--- src/core/ebs_regs.vh ---
// Constants of the external bus strobe and boot block
`ifndef EBS_REGS_VH
`define EBS_REGS_VH
`define EBS_RST_PULSE_CYC   4'h8
`define EBS_WAIT_W          3
`define EBS_SPACE_PROG      2'h0
`define EBS_SPACE_DATA      2'h1
`define EBS_SPACE_IO        2'h2
`define EBS_BOOT_ADDR       16'h0000
`define EBS_ST_IDLE         2'h0
`define EBS_ST_WAIT         2'h1
`define EBS_ST_READY        2'h2
`define EBS_SEL_NONE        3'h7
`define EBS_SEL_PROG        3'h6
`define EBS_SEL_DATA        3'h5
`define EBS_SEL_IO          3'h3
`define EBS_RST_CNT_IDLE    4'h0
`define EBS_RST_CNT_LAST    4'h1
`endif

--- src/core/ebs_core.v ---
// External bus strobes, wait states, boot select and watchdog reset pulse
`include "ebs_regs.vh"
module ebs_core #(
	parameter AW = 16
) (
	input  wire          clock_i,
	input  wire          rstn_i,
	input  wire          req_i,
	input  wire [1:0]    req_space_i,
	input  wire          req_write_i,
	input  wire          req_global_i,
	input  wire [AW-1:0] req_addr_i,
	input  wire [2:0]    wait_state_config_i,
	input  wire          ready_i,
	input  wire          external_interface_enable_i,
	input  wire          emulation_float_n_i,
	input  wire          power_down_i,
	input  wire          bus_visibility_mode_set_i,
	input  wire          bus_visibility_mode_clr_i,
	input  wire          boot_source_select_i,
	input  wire          watchdog_overflow_i,
	output reg           done_o,
	output reg           illegal_addr_o,
	output reg  [AW-1:0] addr_o,
	output reg           program_space_select_n_o,
	output reg           data_space_select_n_o,
	output reg           io_space_select_n_o,
	output reg           space_select_oe_n_o,
	output reg           write_strobe_n_o,
	output reg           write_strobe_oe_n_o,
	output reg           read_strobe_n_o,
	output reg           read_strobe_oe_n_o,
	output reg           transfer_direction_o,
	output reg           transfer_direction_oe_n_o,
	output reg           external_access_strobe_n_o,
	output reg           external_access_strobe_oe_n_o,
	output reg           global_memory_request_n_o,
	output reg           global_memory_request_oe_n_o,
	output reg           data_bus_oe_n_o,
	output reg           visibility_output_enable_n_o,
	output reg           clock_output_o,
	output reg           visibility_clock_o,
	output reg           bus_visibility_mode_o,
	output reg           boot_external_o,
	output reg  [AW-1:0] fetch_addr_o,
	output reg           system_reset_n_o,
	output reg           system_reset_oe_n_o
);

// ----------------------------------------
// State
// ----------------------------------------
reg [1:0]             state;
reg [`EBS_WAIT_W-1:0] wcnt;
reg [1:0]             space;
reg                   wr;
reg                   glob;
reg                   boot_pending;
reg [3:0]             rst_cnt;
reg                   vis;

wire float_all = ~emulation_float_n_i;
wire float_pd  = float_all | power_down_i;
wire active    = (state != `EBS_ST_IDLE);

function [2:0] ebs_dec;
	input [1:0] s;
	begin
		case (s)
			`EBS_SPACE_PROG: ebs_dec = `EBS_SEL_PROG;
			`EBS_SPACE_DATA: ebs_dec = `EBS_SEL_DATA;
			`EBS_SPACE_IO:   ebs_dec = `EBS_SEL_IO;
			default:         ebs_dec = `EBS_SEL_NONE;
		endcase
	end
endfunction

// ----------------------------------------
// Access sequencer
// ----------------------------------------
always @(posedge clock_i or negedge rstn_i) begin
	if (!rstn_i) begin
		state          <= `EBS_ST_IDLE;
		wcnt           <= {`EBS_WAIT_W{1'b0}};
		space          <= `EBS_SPACE_PROG;
		wr             <= 1'b0;
		glob           <= 1'b0;
		addr_o         <= {AW{1'b0}};
		done_o         <= 1'b0;
		illegal_addr_o <= 1'b0;
	end else begin
		done_o         <= 1'b0;
		illegal_addr_o <= 1'b0;
		case (state)
			`EBS_ST_IDLE: begin
				if (req_i && !external_interface_enable_i) begin
					illegal_addr_o <= 1'b1;
					done_o         <= 1'b1;
				end else if (req_i) begin
					space  <= req_space_i;
					wr     <= req_write_i;
					glob   <= req_global_i & (req_space_i == `EBS_SPACE_DATA);
					addr_o <= req_addr_i;
					wcnt   <= wait_state_config_i;
					state  <= (wait_state_config_i == {`EBS_WAIT_W{1'b0}}) ?
						`EBS_ST_READY : `EBS_ST_WAIT;
				end
			end
			`EBS_ST_WAIT: begin
				if (wcnt > 3'h1)
					wcnt <= wcnt - 3'h1;
				else
					state <= `EBS_ST_READY;
			end
			`EBS_ST_READY: begin
				// Zero wait states skip ready entirely
				if (wait_state_config_i == {`EBS_WAIT_W{1'b0}} || ready_i) begin
					state  <= `EBS_ST_IDLE;
					done_o <= 1'b1;
				end
			end
			default: state <= `EBS_ST_IDLE;
		endcase
	end
end

// ----------------------------------------
// Pin helpers
// ----------------------------------------
wire       wr_cycle     = active & wr;
wire       rd_cycle     = active & ~wr;
wire [2:0] next_sel     = active ? ebs_dec(space) : `EBS_SEL_NONE;
wire       pulse_start  = watchdog_overflow_i && (rst_cnt == `EBS_RST_CNT_IDLE);
wire       next_rst_low = pulse_start || (rst_cnt > `EBS_RST_CNT_LAST);

// ----------------------------------------
// Space selects
// ----------------------------------------
always @(posedge clock_i or negedge rstn_i) begin
	if (!rstn_i) begin
		program_space_select_n_o <= 1'b1;
		data_space_select_n_o    <= 1'b1;
		io_space_select_n_o      <= 1'b1;
	end else begin
		program_space_select_n_o <= next_sel[0];
		data_space_select_n_o    <= next_sel[1];
		io_space_select_n_o      <= next_sel[2];
	end
end

always @(posedge clock_i or negedge rstn_i) begin
	if (!rstn_i)
		space_select_oe_n_o <= 1'b1;
	else
		space_select_oe_n_o <= float_pd;
end

// ----------------------------------------
// Write strobe
// ----------------------------------------
always @(posedge clock_i or negedge rstn_i) begin
	if (!rstn_i)
		write_strobe_n_o <= 1'b1;
	else
		write_strobe_n_o <= ~wr_cycle;
end

always @(posedge clock_i or negedge rstn_i) begin
	if (!rstn_i)
		write_strobe_oe_n_o <= 1'b0;
	else
		write_strobe_oe_n_o <= float_all;
end

// ----------------------------------------
// Read strobe
// ----------------------------------------
always @(posedge clock_i or negedge rstn_i) begin
	if (!rstn_i)
		read_strobe_n_o <= 1'b1;
	else
		read_strobe_n_o <= ~rd_cycle;
end

always @(posedge clock_i or negedge rstn_i) begin
	if (!rstn_i)
		read_strobe_oe_n_o <= 1'b0;
	else
		read_strobe_oe_n_o <= float_all;
end

// ----------------------------------------
// Transfer direction
// ----------------------------------------
always @(posedge clock_i or negedge rstn_i) begin
	if (!rstn_i)
		transfer_direction_o <= 1'b1;
	else
		transfer_direction_o <= ~wr_cycle;
end

always @(posedge clock_i or negedge rstn_i) begin
	if (!rstn_i)
		transfer_direction_oe_n_o <= 1'b0;
	else
		transfer_direction_oe_n_o <= float_pd;
end

// ----------------------------------------
// Access strobe
// ----------------------------------------
always @(posedge clock_i or negedge rstn_i) begin
	if (!rstn_i)
		external_access_strobe_n_o <= 1'b1;
	else
		external_access_strobe_n_o <= ~active;
end

always @(posedge clock_i or negedge rstn_i) begin
	if (!rstn_i)
		external_access_strobe_oe_n_o <= 1'b0;
	else
		external_access_strobe_oe_n_o <= float_pd;
end

// ----------------------------------------
// Global memory request
// ----------------------------------------
always @(posedge clock_i or negedge rstn_i) begin
	if (!rstn_i)
		global_memory_request_n_o <= 1'b1;
	else
		global_memory_request_n_o <= ~(active & glob);
end

always @(posedge clock_i or negedge rstn_i) begin
	if (!rstn_i)
		global_memory_request_oe_n_o <= 1'b1;
	else
		global_memory_request_oe_n_o <= float_pd;
end

// ----------------------------------------
// Data bus direction, visibility enable
// ----------------------------------------
always @(posedge clock_i or negedge rstn_i) begin
	if (!rstn_i)
		data_bus_oe_n_o <= 1'b1;
	else
		data_bus_oe_n_o <= ~(wr_cycle | vis);
end

always @(posedge clock_i or negedge rstn_i) begin
	if (!rstn_i)
		visibility_output_enable_n_o <= 1'b1;
	else
		visibility_output_enable_n_o <= ~(vis & ~rd_cycle);
end

// ----------------------------------------
// Clocks
// ----------------------------------------
always @(posedge clock_i or negedge rstn_i) begin
	if (!rstn_i)
		clock_output_o <= 1'b0;
	else
		clock_output_o <= ~clock_output_o;
end

always @(posedge clock_i or negedge rstn_i) begin
	if (!rstn_i)
		visibility_clock_o <= 1'b0;
	else
		visibility_clock_o <= ~clock_output_o;
end

// ----------------------------------------
// Visibility mode
// ----------------------------------------
always @(posedge clock_i or negedge rstn_i) begin
	if (!rstn_i)
		vis <= 1'b1;
	else if (bus_visibility_mode_clr_i)
		vis <= 1'b0;
	else if (bus_visibility_mode_set_i)
		vis <= 1'b1;
end

always @(posedge clock_i or negedge rstn_i) begin
	if (!rstn_i)
		bus_visibility_mode_o <= 1'b1;
	else
		bus_visibility_mode_o <= vis;
end

// ----------------------------------------
// Boot source
// ----------------------------------------
always @(posedge clock_i or negedge rstn_i) begin
	if (!rstn_i) begin
		boot_pending    <= 1'b1;
		boot_external_o <= 1'b0;
		fetch_addr_o    <= `EBS_BOOT_ADDR;
	end else begin
		boot_pending <= 1'b0;
		if (boot_pending) begin
			boot_external_o <= boot_source_select_i;
			fetch_addr_o    <= `EBS_BOOT_ADDR;
		end
	end
end

// ----------------------------------------
// Watchdog reset pulse
// ----------------------------------------
always @(posedge clock_i or negedge rstn_i) begin
	if (!rstn_i)
		rst_cnt <= `EBS_RST_CNT_IDLE;
	else if (pulse_start)
		rst_cnt <= `EBS_RST_PULSE_CYC;
	else if (rst_cnt != `EBS_RST_CNT_IDLE)
		rst_cnt <= rst_cnt - 4'h1;
end

always @(posedge clock_i or negedge rstn_i) begin
	if (!rstn_i)
		system_reset_n_o <= 1'b1;
	else
		system_reset_n_o <= ~next_rst_low;
end

always @(posedge clock_i or negedge rstn_i) begin
	if (!rstn_i)
		system_reset_oe_n_o <= 1'b1;
	else
		system_reset_oe_n_o <= ~next_rst_low;
end

endmodule

--- config.mk ---
export PLATFORM = sky130hd
export DESIGN_NAME = ebs_core
export DESIGN_NICKNAME = d
export VERILOG_FILES = /design/src/core/ebs_core.v
export VERILOG_INCLUDE_DIRS = /design/src /design/src/core
export SDC_FILE = /design/constraint.sdc
export NUM_CORES = 1
export LEC_CHECK = 0
export ABC_AREA = 1
export BUFFER_PORTS_ARGS = -buffer_cell sky130_fd_sc_hd__buf_4
export CAP_MARGIN = 20
export CORE_UTILIZATION = 53
export CTS_BUF_LIST = sky130_fd_sc_hd__clkbuf_2
export DETAILED_ROUTE_END_ITERATION = 7
export PLACE_DENSITY = 0.95
export SYNTH_ARGS = -nofsm -noshare
export SYNTH_HDL_FRONTEND = slang
export SYNTH_SLANG_ARGS = --single-unit
--- constraint.sdc ---
create_clock -name clock_i -period 2.3 [get_ports clock_i]
set_clock_uncertainty 0.05 [all_clocks]
set_input_delay 0.115 -clock clock_i [delete_from_list [all_inputs] [get_ports clock_i]]
set_output_delay 0.115 -clock clock_i [all_outputs]
set_load 0.005 [all_outputs]
==> impl_metrics.toml, run 1 <==
[status]
outcome = "finished, final reports clean"

[clocking]
cts_resized = 0
cts_max_path_buffers = 2
cts_setup_buffers = 0
cts_made_buffers = 5
htree_levels = 2
cts.sinks = 49
clk_pin_slew_ns = 0.26
cts_tree = "yes"
cts_root_buffer = "clkbuf_2"
clk_latency_ns = 0.44
postCtsHoldBufs = 33

[grt]
grt_pass1_wl_mm = 7.43
grt_antenna_before_repair = 0
use_met1_pct = 27.1
grt-ovfl-total = 0
grt_util_all_layers_pct = 23.8
top_usage_layer = "met2"
grt_start_max_net_pins = 50
met2_usage_pct = 43.7
met3_usage_pct = 6.42
grt_pass1_vias = 1650

[placement]
io_buffers = 73
hpwl_mm = 2.99
place_congestion = 0.830
place_inst = 334
place_area_um2 = 2610

[yosys]
yosys_register_bits = 49
synth_most_common_cell = "nand2_1"
syn_inst = 223
synth_ff_type = "dfrtp_1"
synth_edf_count = 0
yosysTopAreaCellShare_pct = 40.8
ys_seq_area_share_pct = 58.0
postSynth.asyncResetShare_pct = 100
ys_warn_count = 0
yosys-top-cells-count = "81 x nand2_1, 35 x dfrtp_1, 23 x buf_4, 18 x inv_1, 14 x dfstp_2"
syn_area_um2 = 2140
synth.avg_cell_area_um2 = 9.62
yosysTopAreaCell = "dfrtp_1"
ys_top_cells_by_area = "dfrtp_1 41%, dfstp_2 17%, nand2_1 14%"
synth.distinct_cells = 31

[power]
switching_share_pct = 36.8
p_int_uw = 1950
p_leak_uw = 0.00159
p_total_uw = 3090
combPwrFrac_pct = 41.0
switchingPower_uw = 1140
pwr-share-seq_pct = 46.8
clockPowerShare_pct = 12.2
peakVddDrop_uv = 772
pwr_density_cell_nw_per_um2 = 1030

[die]
coreArea_um2 = 3770
fp.dieH_um = 65.6
rows = 22
start_util_pct = 56.9
fp.dieW_um = 65.6
die_area_um2 = 4300
ios = 90

[worst_setup_path]
crit_arrival_ns = 2.19
slowest_stage = "dlygate4sd3_1"
worst_setup_path_start_kind = "register"
rr_endpoint = "glob"
critPathMaxFanout = 22
worst-path-stages = 5
crit_end = "glob"
cp-startpoint = "state[0]"
path_buf_inv = 1
endpoint_kind = "register"
reg2reg_from = "state[0]"
required_ns = 2.61
critical-path-max-stage-delay_ns = 0.55
worstPathCellList = "nor2_4, nand3_4, nand2_1, o31ai_2, dlygate4sd3_1"
rrSetupSlack_ns = 0.42
r2r_cells = 5
crit_type = "reg -> reg"
critPathTopFamily = "simple AND/OR/NAND/NOR gates"

[drt]
first_pass_iters = 4
vias = 1771
drtIter0Drc = 74
postRouteAntennaNets = 0
avgViaCountPerCell = 4.72
drt-total-wl_mm = 4.71
drcViolationCount = 0
wl_per_cell_um = 12.6

[worst_hold_path]
hold_class = "in -> reg"

[timing]
slew-limit-headroom_pct = 61.5
tightest_slew_ns = 0.577
hold_slack_ns = 0.0359
fmax_ghz = 0.532
final-max-slew-violation-count = 0
post-route-min-period_ns = 1.88
fin_tns_setup_ns = 0
fin_crit_sh_pct = 81.8
hold_violations = 0
rsz0062_at_grt = "no"
finalSetupViolations = 0

[layout]
fin_cells = 375
syn_to_final_growth_pct = 39.5
final_area_um2 = 2990
fillers = 240
drive_above_1_share_pct = 32.1
nets = 364
diodes = 0

[run]
maxCapViolations = 0
-- layout make-up --
type                            count  area (µm²)  area share, %
Multi-Input combinational cell    145         689           23.0
Inverter                           19        71.3           2.38
Clock buffer                        5        25.0          0.836
Tap cell                           48        60.1           2.01
Clock inverter                      3        23.8          0.795
Sequential cell                    49        1240           41.6
Timing Repair Buffer              106         878           29.4
-- metrics by stage --
step                util (%)  setup slack, ns
CTS                     79.3            0.432
detailed placement      69.3            0.731
global route            79.3            0.314
finish                  79.3            0.419
floorplan                  -             1.08
global placement        69.3            0.847
-- state kept, by name, summed over array words and instances, names as in the netlist, 2 cells and up --
register and cells:
addr_o 16, rst_cnt 4, wcnt 3, space 2
state 2
-- logic make-up after synthesis --
kind of cell	count (synthesis)	share of synthesized area, %
and+or+nand+nor	108	22.0
DFF	49	58.0
buffers and inverters	45	12.7
AOI/OAI and AO/OA	14	3.91
adders and majority gates	4	2.33
other	1	0.175
xor gates and xnor gates	1	0.408
muxes	1	0.525
-- worst reg2reg max path, stage by stage, from the launching register on --
cell           delay, ns
dfrtp_1             0.49
nor2_4              0.19
nand3_4             0.26
nand2_1             0.17
o31ai_2             0.07
dlygate4sd3_1       0.55
-- layer usage --
metal | routed length [µm] | vias to the layer above
met5 | 0 | -
met4 | 48 | 0
met3 | 292 | 6
met2 | 2650 | 72
met1 | 1720 | 838
li1 | - | 855
-- cell usage in the layout (no fill, tap or decap), types with 2 or more instances in the layout --
cell type,netlist,layout
a21oi_1,2,2
buf_4,23,73
clkbuf_2,0,5
conb_1,1,17
dfrtp_1,35,35
dfstp_2,14,14
dlygate4sd3_1,0,33
ha_1,4,4
inv_1,18,18
nand2_1,81,81
nand3_1,8,8
nor2_1,7,7
nor2_4,2,2
o21ai_0,5,5
o21ai_1,3,3
or2_2,2,2
-- power groups by stage --
stage	sequential [µW]	clock (µW)	combinational [µW]
floorplan	1440	0	676
global placement	1440	0	1140
detailed placement	1450	0	1210
CTS	1440	377	1260
global route	1480	415	1420
finish	1450	376	1270
-- worst min-delay path by stage --
stage | endpoint | startpoint | cells past startpoint
after floorplan | addr_o[0] | rstn_i | 0
after global placement | wcnt[1] | rstn_i | 1
after detailed placement | done_o | rstn_i | 1
after CTS | state[0] | wait_state_config_i[0] | 5
after global routing | state[0] | wait_state_config_i[0] | 5
final | state[0] | wait_state_config_i[0] | 5
Power figures use the tool's default switching activity.
==> run 2, diff against run 1 <==
--- a/config.mk
+++ b/config.mk
@@ -6,13 +6,13 @@
 export SDC_FILE = /design/constraint.sdc
 export NUM_CORES = 1
 export LEC_CHECK = 0
-export ABC_AREA = 1
+export ABC_AREA = 0
 export BUFFER_PORTS_ARGS = -buffer_cell sky130_fd_sc_hd__buf_4
 export CAP_MARGIN = 20
-export CORE_UTILIZATION = 53
+export CORE_UTILIZATION = 44
 export CTS_BUF_LIST = sky130_fd_sc_hd__clkbuf_2
 export DETAILED_ROUTE_END_ITERATION = 7
-export PLACE_DENSITY = 0.95
+export PLACE_DENSITY = 0.87
 export SYNTH_ARGS = -nofsm -noshare
 export SYNTH_HDL_FRONTEND = slang
 export SYNTH_SLANG_ARGS = --single-unit
==> constraint.sdc (replaced) <==
create_clock -name clock_i -period 1.7 [get_ports clock_i]
set_clock_uncertainty 0.05 [all_clocks]
set_input_delay 0.085 -clock clock_i [delete_from_list [all_inputs] [get_ports clock_i]]
set_output_delay 0.085 -clock clock_i [all_outputs]
set_load 0.005 [all_outputs]
==> run 2 against run 1 <==
Effect of this change:
- worst setup slack got worse by 0.23 ns
- die area rose by 20%
- hold slack gained 0.082 ns
- synthesized cell count is 6.7% lower
- count of clock-buffer cells in the layout unchanged
==> impl_metrics.toml, run 2 <==
[status]
outcome = "finished, final reports clean"

[worst_setup_path]
worstPathCellList = "inv_1, ha_1, nor3b_1, nand3b_1, o21ai_0"
critical-path-max-stage-delay_ns = 0.47
worst_setup_path_start_kind = "register"
slowest_stage = "dfrtp_1"
required_ns = 2.00
crit_type = "reg -> reg"
crit_arrival_ns = 1.81
critPathMaxFanout = 6
endpoint_kind = "register"

[layout]
regMostFlops = "addr_o"
regArea_um2 = 1240
largestRegisters = "addr_o (16), rst_cnt (4), wcnt (3)"
fillers = 365
nets = 349
largest_reg_flops = 16
syn_to_final_growth_pct = 41.4
final_cell_mix = "75 x buf_4, 68 x nand2_1, 35 x dfrtp_1, 33 x dlygate4sd3_1, 17 x conb_1"
diodes = 0
drive_above_1_share_pct = 33.7
final_common_cell = "buf_4"
multi_input_area_um2 = 716

[timing]
fin_tns_setup_ns = 0
post-route-min-period_ns = 1.51
rsz0062_at_grt = "no"
fin_crit_sh_pct = 89.1
tightest_slew_ns = 0.578
fin_ws_ns = 0.186
fmax_ghz = 0.660
final-max-slew-violation-count = 0
finalSetupViolations = 0
slew-limit-headroom_pct = 61.4
hold_violations = 0

[clocking]
cts_made_buffers = 5
cts_max_path_buffers = 2
cts.sinks = 49
cts_tree = "yes"
clk_pin_slew_ns = 0.25
htree_levels = 2
cts_resized = 0
cts_root_buffer = "clkbuf_2"
clk_latency_ns = 0.41

[die]
fp.dieW_um = 71.9
die_area_um2 = 5170
coreArea_um2 = 4720
rows = 25
ios = 90
start_util_pct = 45.5
fp.dieH_um = 71.9

[yosys]
synth_most_common_cell = "nand2_1"
synth.avg_cell_area_um2 = 10.3
synth_ff_type = "dfrtp_1"
yosys-top-cells-count = "68 x nand2_1, 35 x dfrtp_1, 24 x buf_4, 14 x dfstp_2, 7 x inv_1"
synth.distinct_cells = 37
yosysTopAreaCell = "dfrtp_1"
syn_area_um2 = 2150
yosysTopAreaCellShare_pct = 40.8
syn_inst = 208
ys_seq_area_share_pct = 57.9
ys_warn_count = 0
postSynth.asyncResetShare_pct = 100
ys_top_cells_by_area = "dfrtp_1 41%, dfstp_2 17%, nand2_1 12%"
synth_edf_count = 0
yosys_register_bits = 49

[worst_hold_path]
hold_class = "in -> async"

[grt]
grt-ovfl-total = 0
grt_start_max_net_pins = 50
grt_antenna_before_repair = 0
grt_util_all_layers_pct = 18.1
grt_pass1_vias = 1631
grt_pass1_wl_mm = 7.16

[power]
pwr_density_cell_nw_per_um2 = 1380
peakVddDrop_uv = 581
p_leak_uw = 0.00152

[drt]
avgViaCountPerCell = 4.52
first_pass_iters = 4
vias = 1712
wl_per_cell_um = 11.7
drtIter0Drc = 94
drt-total-wl_mm = 4.44
drcViolationCount = 0
postRouteAntennaNets = 0

[placement]
hpwl_mm = 2.79
dpl_worst_slack_ns = 0.255
place_congestion = 0.753
io_buffers = 73

[run]
maxCapViolations = 0
## run 2: logic make-up after synthesis
kind of cell / share of synthesized area (%)
and+or+nand+nor: 20.8
DFF: 57.9
buffers and inverters: 11.6
AOI/OAI and AO/OA: 6.23
adders and majority gates: 2.33
muxes: 0.990
other: 0.175
## run 2: layout make-up
class	instances	share of cell area (%)
well taps	67	2.76
inverters	8	0.989
clock inverters	3	1.48
multi-input cells	139	23.6
repair buffers	108	29.4
clock buffers	5	0.824
flip-flops and latches	49	41.0
## run 2: worst max-delay path, delay by kind of cell, from the launching register on
family / cells / cell delay, ns
buffers and inverters: 1 / 0.07
AO/OA/AOI/OAI: 1 / 0.10
adder cells (fa/ha/maj): 1 / 0.24
AND/OR/NAND/NOR: 2 / 0.51
flip-flops: 1 / 0.47
## run 2: through the flow
step           cell area [µm²]  hold WS (ns)  cells  util [%]  total power [µW]
2_1_floorplan             2210        -0.261    224         -              2880
3_3_place_gp              2640        0.0771    338      55.8              3440
3_5_place_dp              2640        0.0816    338      55.8              3520
4_1_cts                   3040         0.124    379      64.3              4200
5_1_grt                   3040         0.145    379      64.3              4510
6_report                  3040         0.118    379      64.3              4200
## run 2: repair_timing
item,in CTS,in global routing
hold buffers,33,0
endpoints found under the hold margin,85,0
buffers inserted,0,0
## run 2: path summary, 6_finish.rpt
kind / start / end / slack, ns / depth (start not counted)
max: rst_cnt[0] / rst_cnt[1] / 0.19 / 5
min: rstn_i / visibility_clock_o / 0.12 / 2
min reg2reg: glob / global_memory_request_n_o / 0.36 / 1
max reg2reg: rst_cnt[0] / rst_cnt[1] / 0.19 / 5
min in group clock_i: external_interface_enable_i / illegal_addr_o / 0.31 / 3
max in group asynchronous: rstn_i / global_memory_request_oe_n_o / 1.08 / 2
## run 2: metal layers
metal | part of all wire (%) | global-route usage (%) | up-vias
met5 | 0 | 0 | -
met4 | 0.86 | 5.23 | 0
met3 | 4.8 | 4.92 | 4
met2 | 51 | 32.0 | 72
met1 | 43 | 21.6 | 806
li1 | - | - | 830
## run 2: where the power goes
group | switching [µW] | leakage [µW] | internal [µW]
logic | 737 | 0.000905 | 875
registers | 309 | 0.000573 | 1660
clock network | 367 | 0.0000435 | 253
==> run 3, diff against run 2 <==
--- a/config.mk
+++ b/config.mk
@@ -12,7 +12,8 @@
 export CORE_UTILIZATION = 44
 export CTS_BUF_LIST = sky130_fd_sc_hd__clkbuf_2
 export DETAILED_ROUTE_END_ITERATION = 7
-export PLACE_DENSITY = 0.87
+export PLACE_DENSITY = 0.77
+export SKIP_LAST_GASP = 1
 export SYNTH_ARGS = -nofsm -noshare
 export SYNTH_HDL_FRONTEND = slang
 export SYNTH_SLANG_ARGS = --single-unit
==> run 3 against run 2 <==
Effect of this change:
- fmax shrank 0.75%
- total power increased by 0.96%
- critical path type is now in -> reg
- combinational power hardly changed
- hold slack lost 0.0069 ns
- largest power group unchanged
- highest routed layer unchanged
- critical path depth rose by 1
- count of clock-buffer cells in the layout did not move
- first-iteration DRC count fell by 15%
- cell count up 0.26%
==> impl_metrics.toml, run 3 (synthesized netlist as in run 2, its figures left out) <==
[power]
peakVddDrop_uv = 528
p_leak_uw = 0.00152
pwr_density_cell_nw_per_um2 = 1390
p_total_uw = 4240

[layout]
final_area_um2 = 3050
regMostFlops = "addr_o"
drive_above_1_share_pct = 33.9
fillers = 379
largestRegisters = "addr_o (16), rst_cnt (4), wcnt (3)"
diodes = 0
fin_util_pct = 64.6
nets = 350
final_cell_mix = "75 x buf_4, 68 x nand2_1, 35 x dfrtp_1, 34 x dlygate4sd3_1, 17 x conb_1"
largest_reg_flops = 16
final_common_cell = "buf_4"
syn_to_final_growth_pct = 42.1

[clocking]
clk_pin_slew_ns = 0.25
cts_root_buffer = "clkbuf_2"
cts_setup_buffers = 0
cts_max_path_buffers = 2
clk_latency_ns = 0.43
htree_levels = 2
cts.sinks = 49
cts_made_buffers = 5
cts_tree = "yes"

[grt]
grt_pass1_vias = 1738
grt_start_max_net_pins = 50
grt-ovfl-total = 0
grt_pass1_wl_mm = 7.89
grt_antenna_before_repair = 0
grt_util_all_layers_pct = 20.0

[placement]
place_area_um2 = 2640
hpwl_mm = 3.02
io_buffers = 73
place_congestion = 0.725

[drt]
drt-total-wl_mm = 4.75
drtIter0Drc = 80
postRouteAntennaNets = 0
vias = 1713
first_pass_iters = 4
wl_per_cell_um = 12.5
drcViolationCount = 0
avgViaCountPerCell = 4.51

[die]
rows = 25
fp.dieH_um = 71.9
coreArea_um2 = 4720
fp.dieW_um = 71.9
start_util_pct = 45.5
die_area_um2 = 5170
ios = 90

[worst_setup_path]
endpoint_kind = "register"
worst_setup_path_start_kind = "primary input"
path_buf_inv = 3
critPathMaxFanout = 4
critPathTopFamily = "buffers and inverters"
cp_common_cell = "dlygate4sd3_1"
crit_type = "in -> reg"
required_ns = 2.03
critical-path-max-stage-delay_ns = 0.56
slowest_stage = "dlygate4sd3_1"
worstPathCellList = "dlygate4sd3_1, buf_4, nor3_2, o21ai_0, dlygate4sd3_1, a21oi_1"
crit_arrival_ns = 1.85

[timing]
hold_slack_ns = 0.111
hold_violations = 0
tightest_slew_ns = 0.608
finalSetupViolations = 0
rsz0062_at_grt = "no"
post-route-min-period_ns = 1.53
final-max-slew-violation-count = 0
fin_tns_setup_ns = 0
fmax_ghz = 0.656
fin_crit_sh_pct = 89.7
slew-limit-headroom_pct = 59.5

[run]
maxCapViolations = 0

[worst_hold_path]
hold_class = "in -> async"

[status]
outcome = "finished, final reports clean"
-- run 3: changes by cell type in the layout (fill, tap and decap cells not counted), sizes merged --
cell         previous run  this run
dlygate4sd3            33        34
clkinvlp                0         1
inv                     9         8
-- run 3: worst paths after layout --
kind	slack (ns)	from	to	depth (start not counted)
min in group clock_i	0.28	emulation_float_n_i	read_strobe_oe_n_o	3
worst min-delay path	0.11	rstn_i	addr_o[13]	2
worst max-delay path	0.17	wait_state_config_i[1]	done_o	6
worst min register to register	0.36	vis	bus_visibility_mode_o	0
max in group asynchronous	1.08	rstn_i	global_memory_request_oe_n_o	2
worst max register to register	0.18	rst_cnt[0]	rst_cnt[0]	5
-- run 3: metrics by stage --
stage,instances,setup slack [ns]
floorplan,224,0.390
global placement,338,0.318
detailed placement,338,0.261
CTS,380,0.0527
global route,380,0.00717
finish,380,0.175
-- run 3: repair_timing --
action	4_1_cts	5_1_grt
hold buffers	34	0
endpoints found under the hold margin	84	0
gates resized for setup	0	1
setup endpoints to repair	0	1
-- run 3: cell type report --
| type | count | area [µm²] | area share, % |
|---|---|---|---|
| clock inverter | 3 | 46.3 | 1.52 |
| multi-input combinational | 139 | 721 | 23.6 |
| clock buffer | 5 | 25.0 | 0.820 |
| inverter | 8 | 30.0 | 0.984 |
| timing repair buffer | 109 | 903 | 29.6 |
| sequential | 49 | 1240 | 40.7 |
| tap | 67 | 83.8 | 2.75 |
-- run 3: layer usage --
layer | up-vias | share of wire, % | GRT usage (%)
met5 | - | 0 | 0
met4 | 0 | 1.4 | 6.97
met3 | 5 | 5.5 | 4.50
met2 | 67 | 53 | 37.0
li1 | 834 | - | -
met1 | 807 | 40 | 22.6
-- run 3: power breakdown --
group	switching, µW	leakage (µW)	internal (µW)
logic	752	0.000907	884
registers	316	0.000573	1660
clock network	379	0.0000392	250
total	1450	0.00152	2790
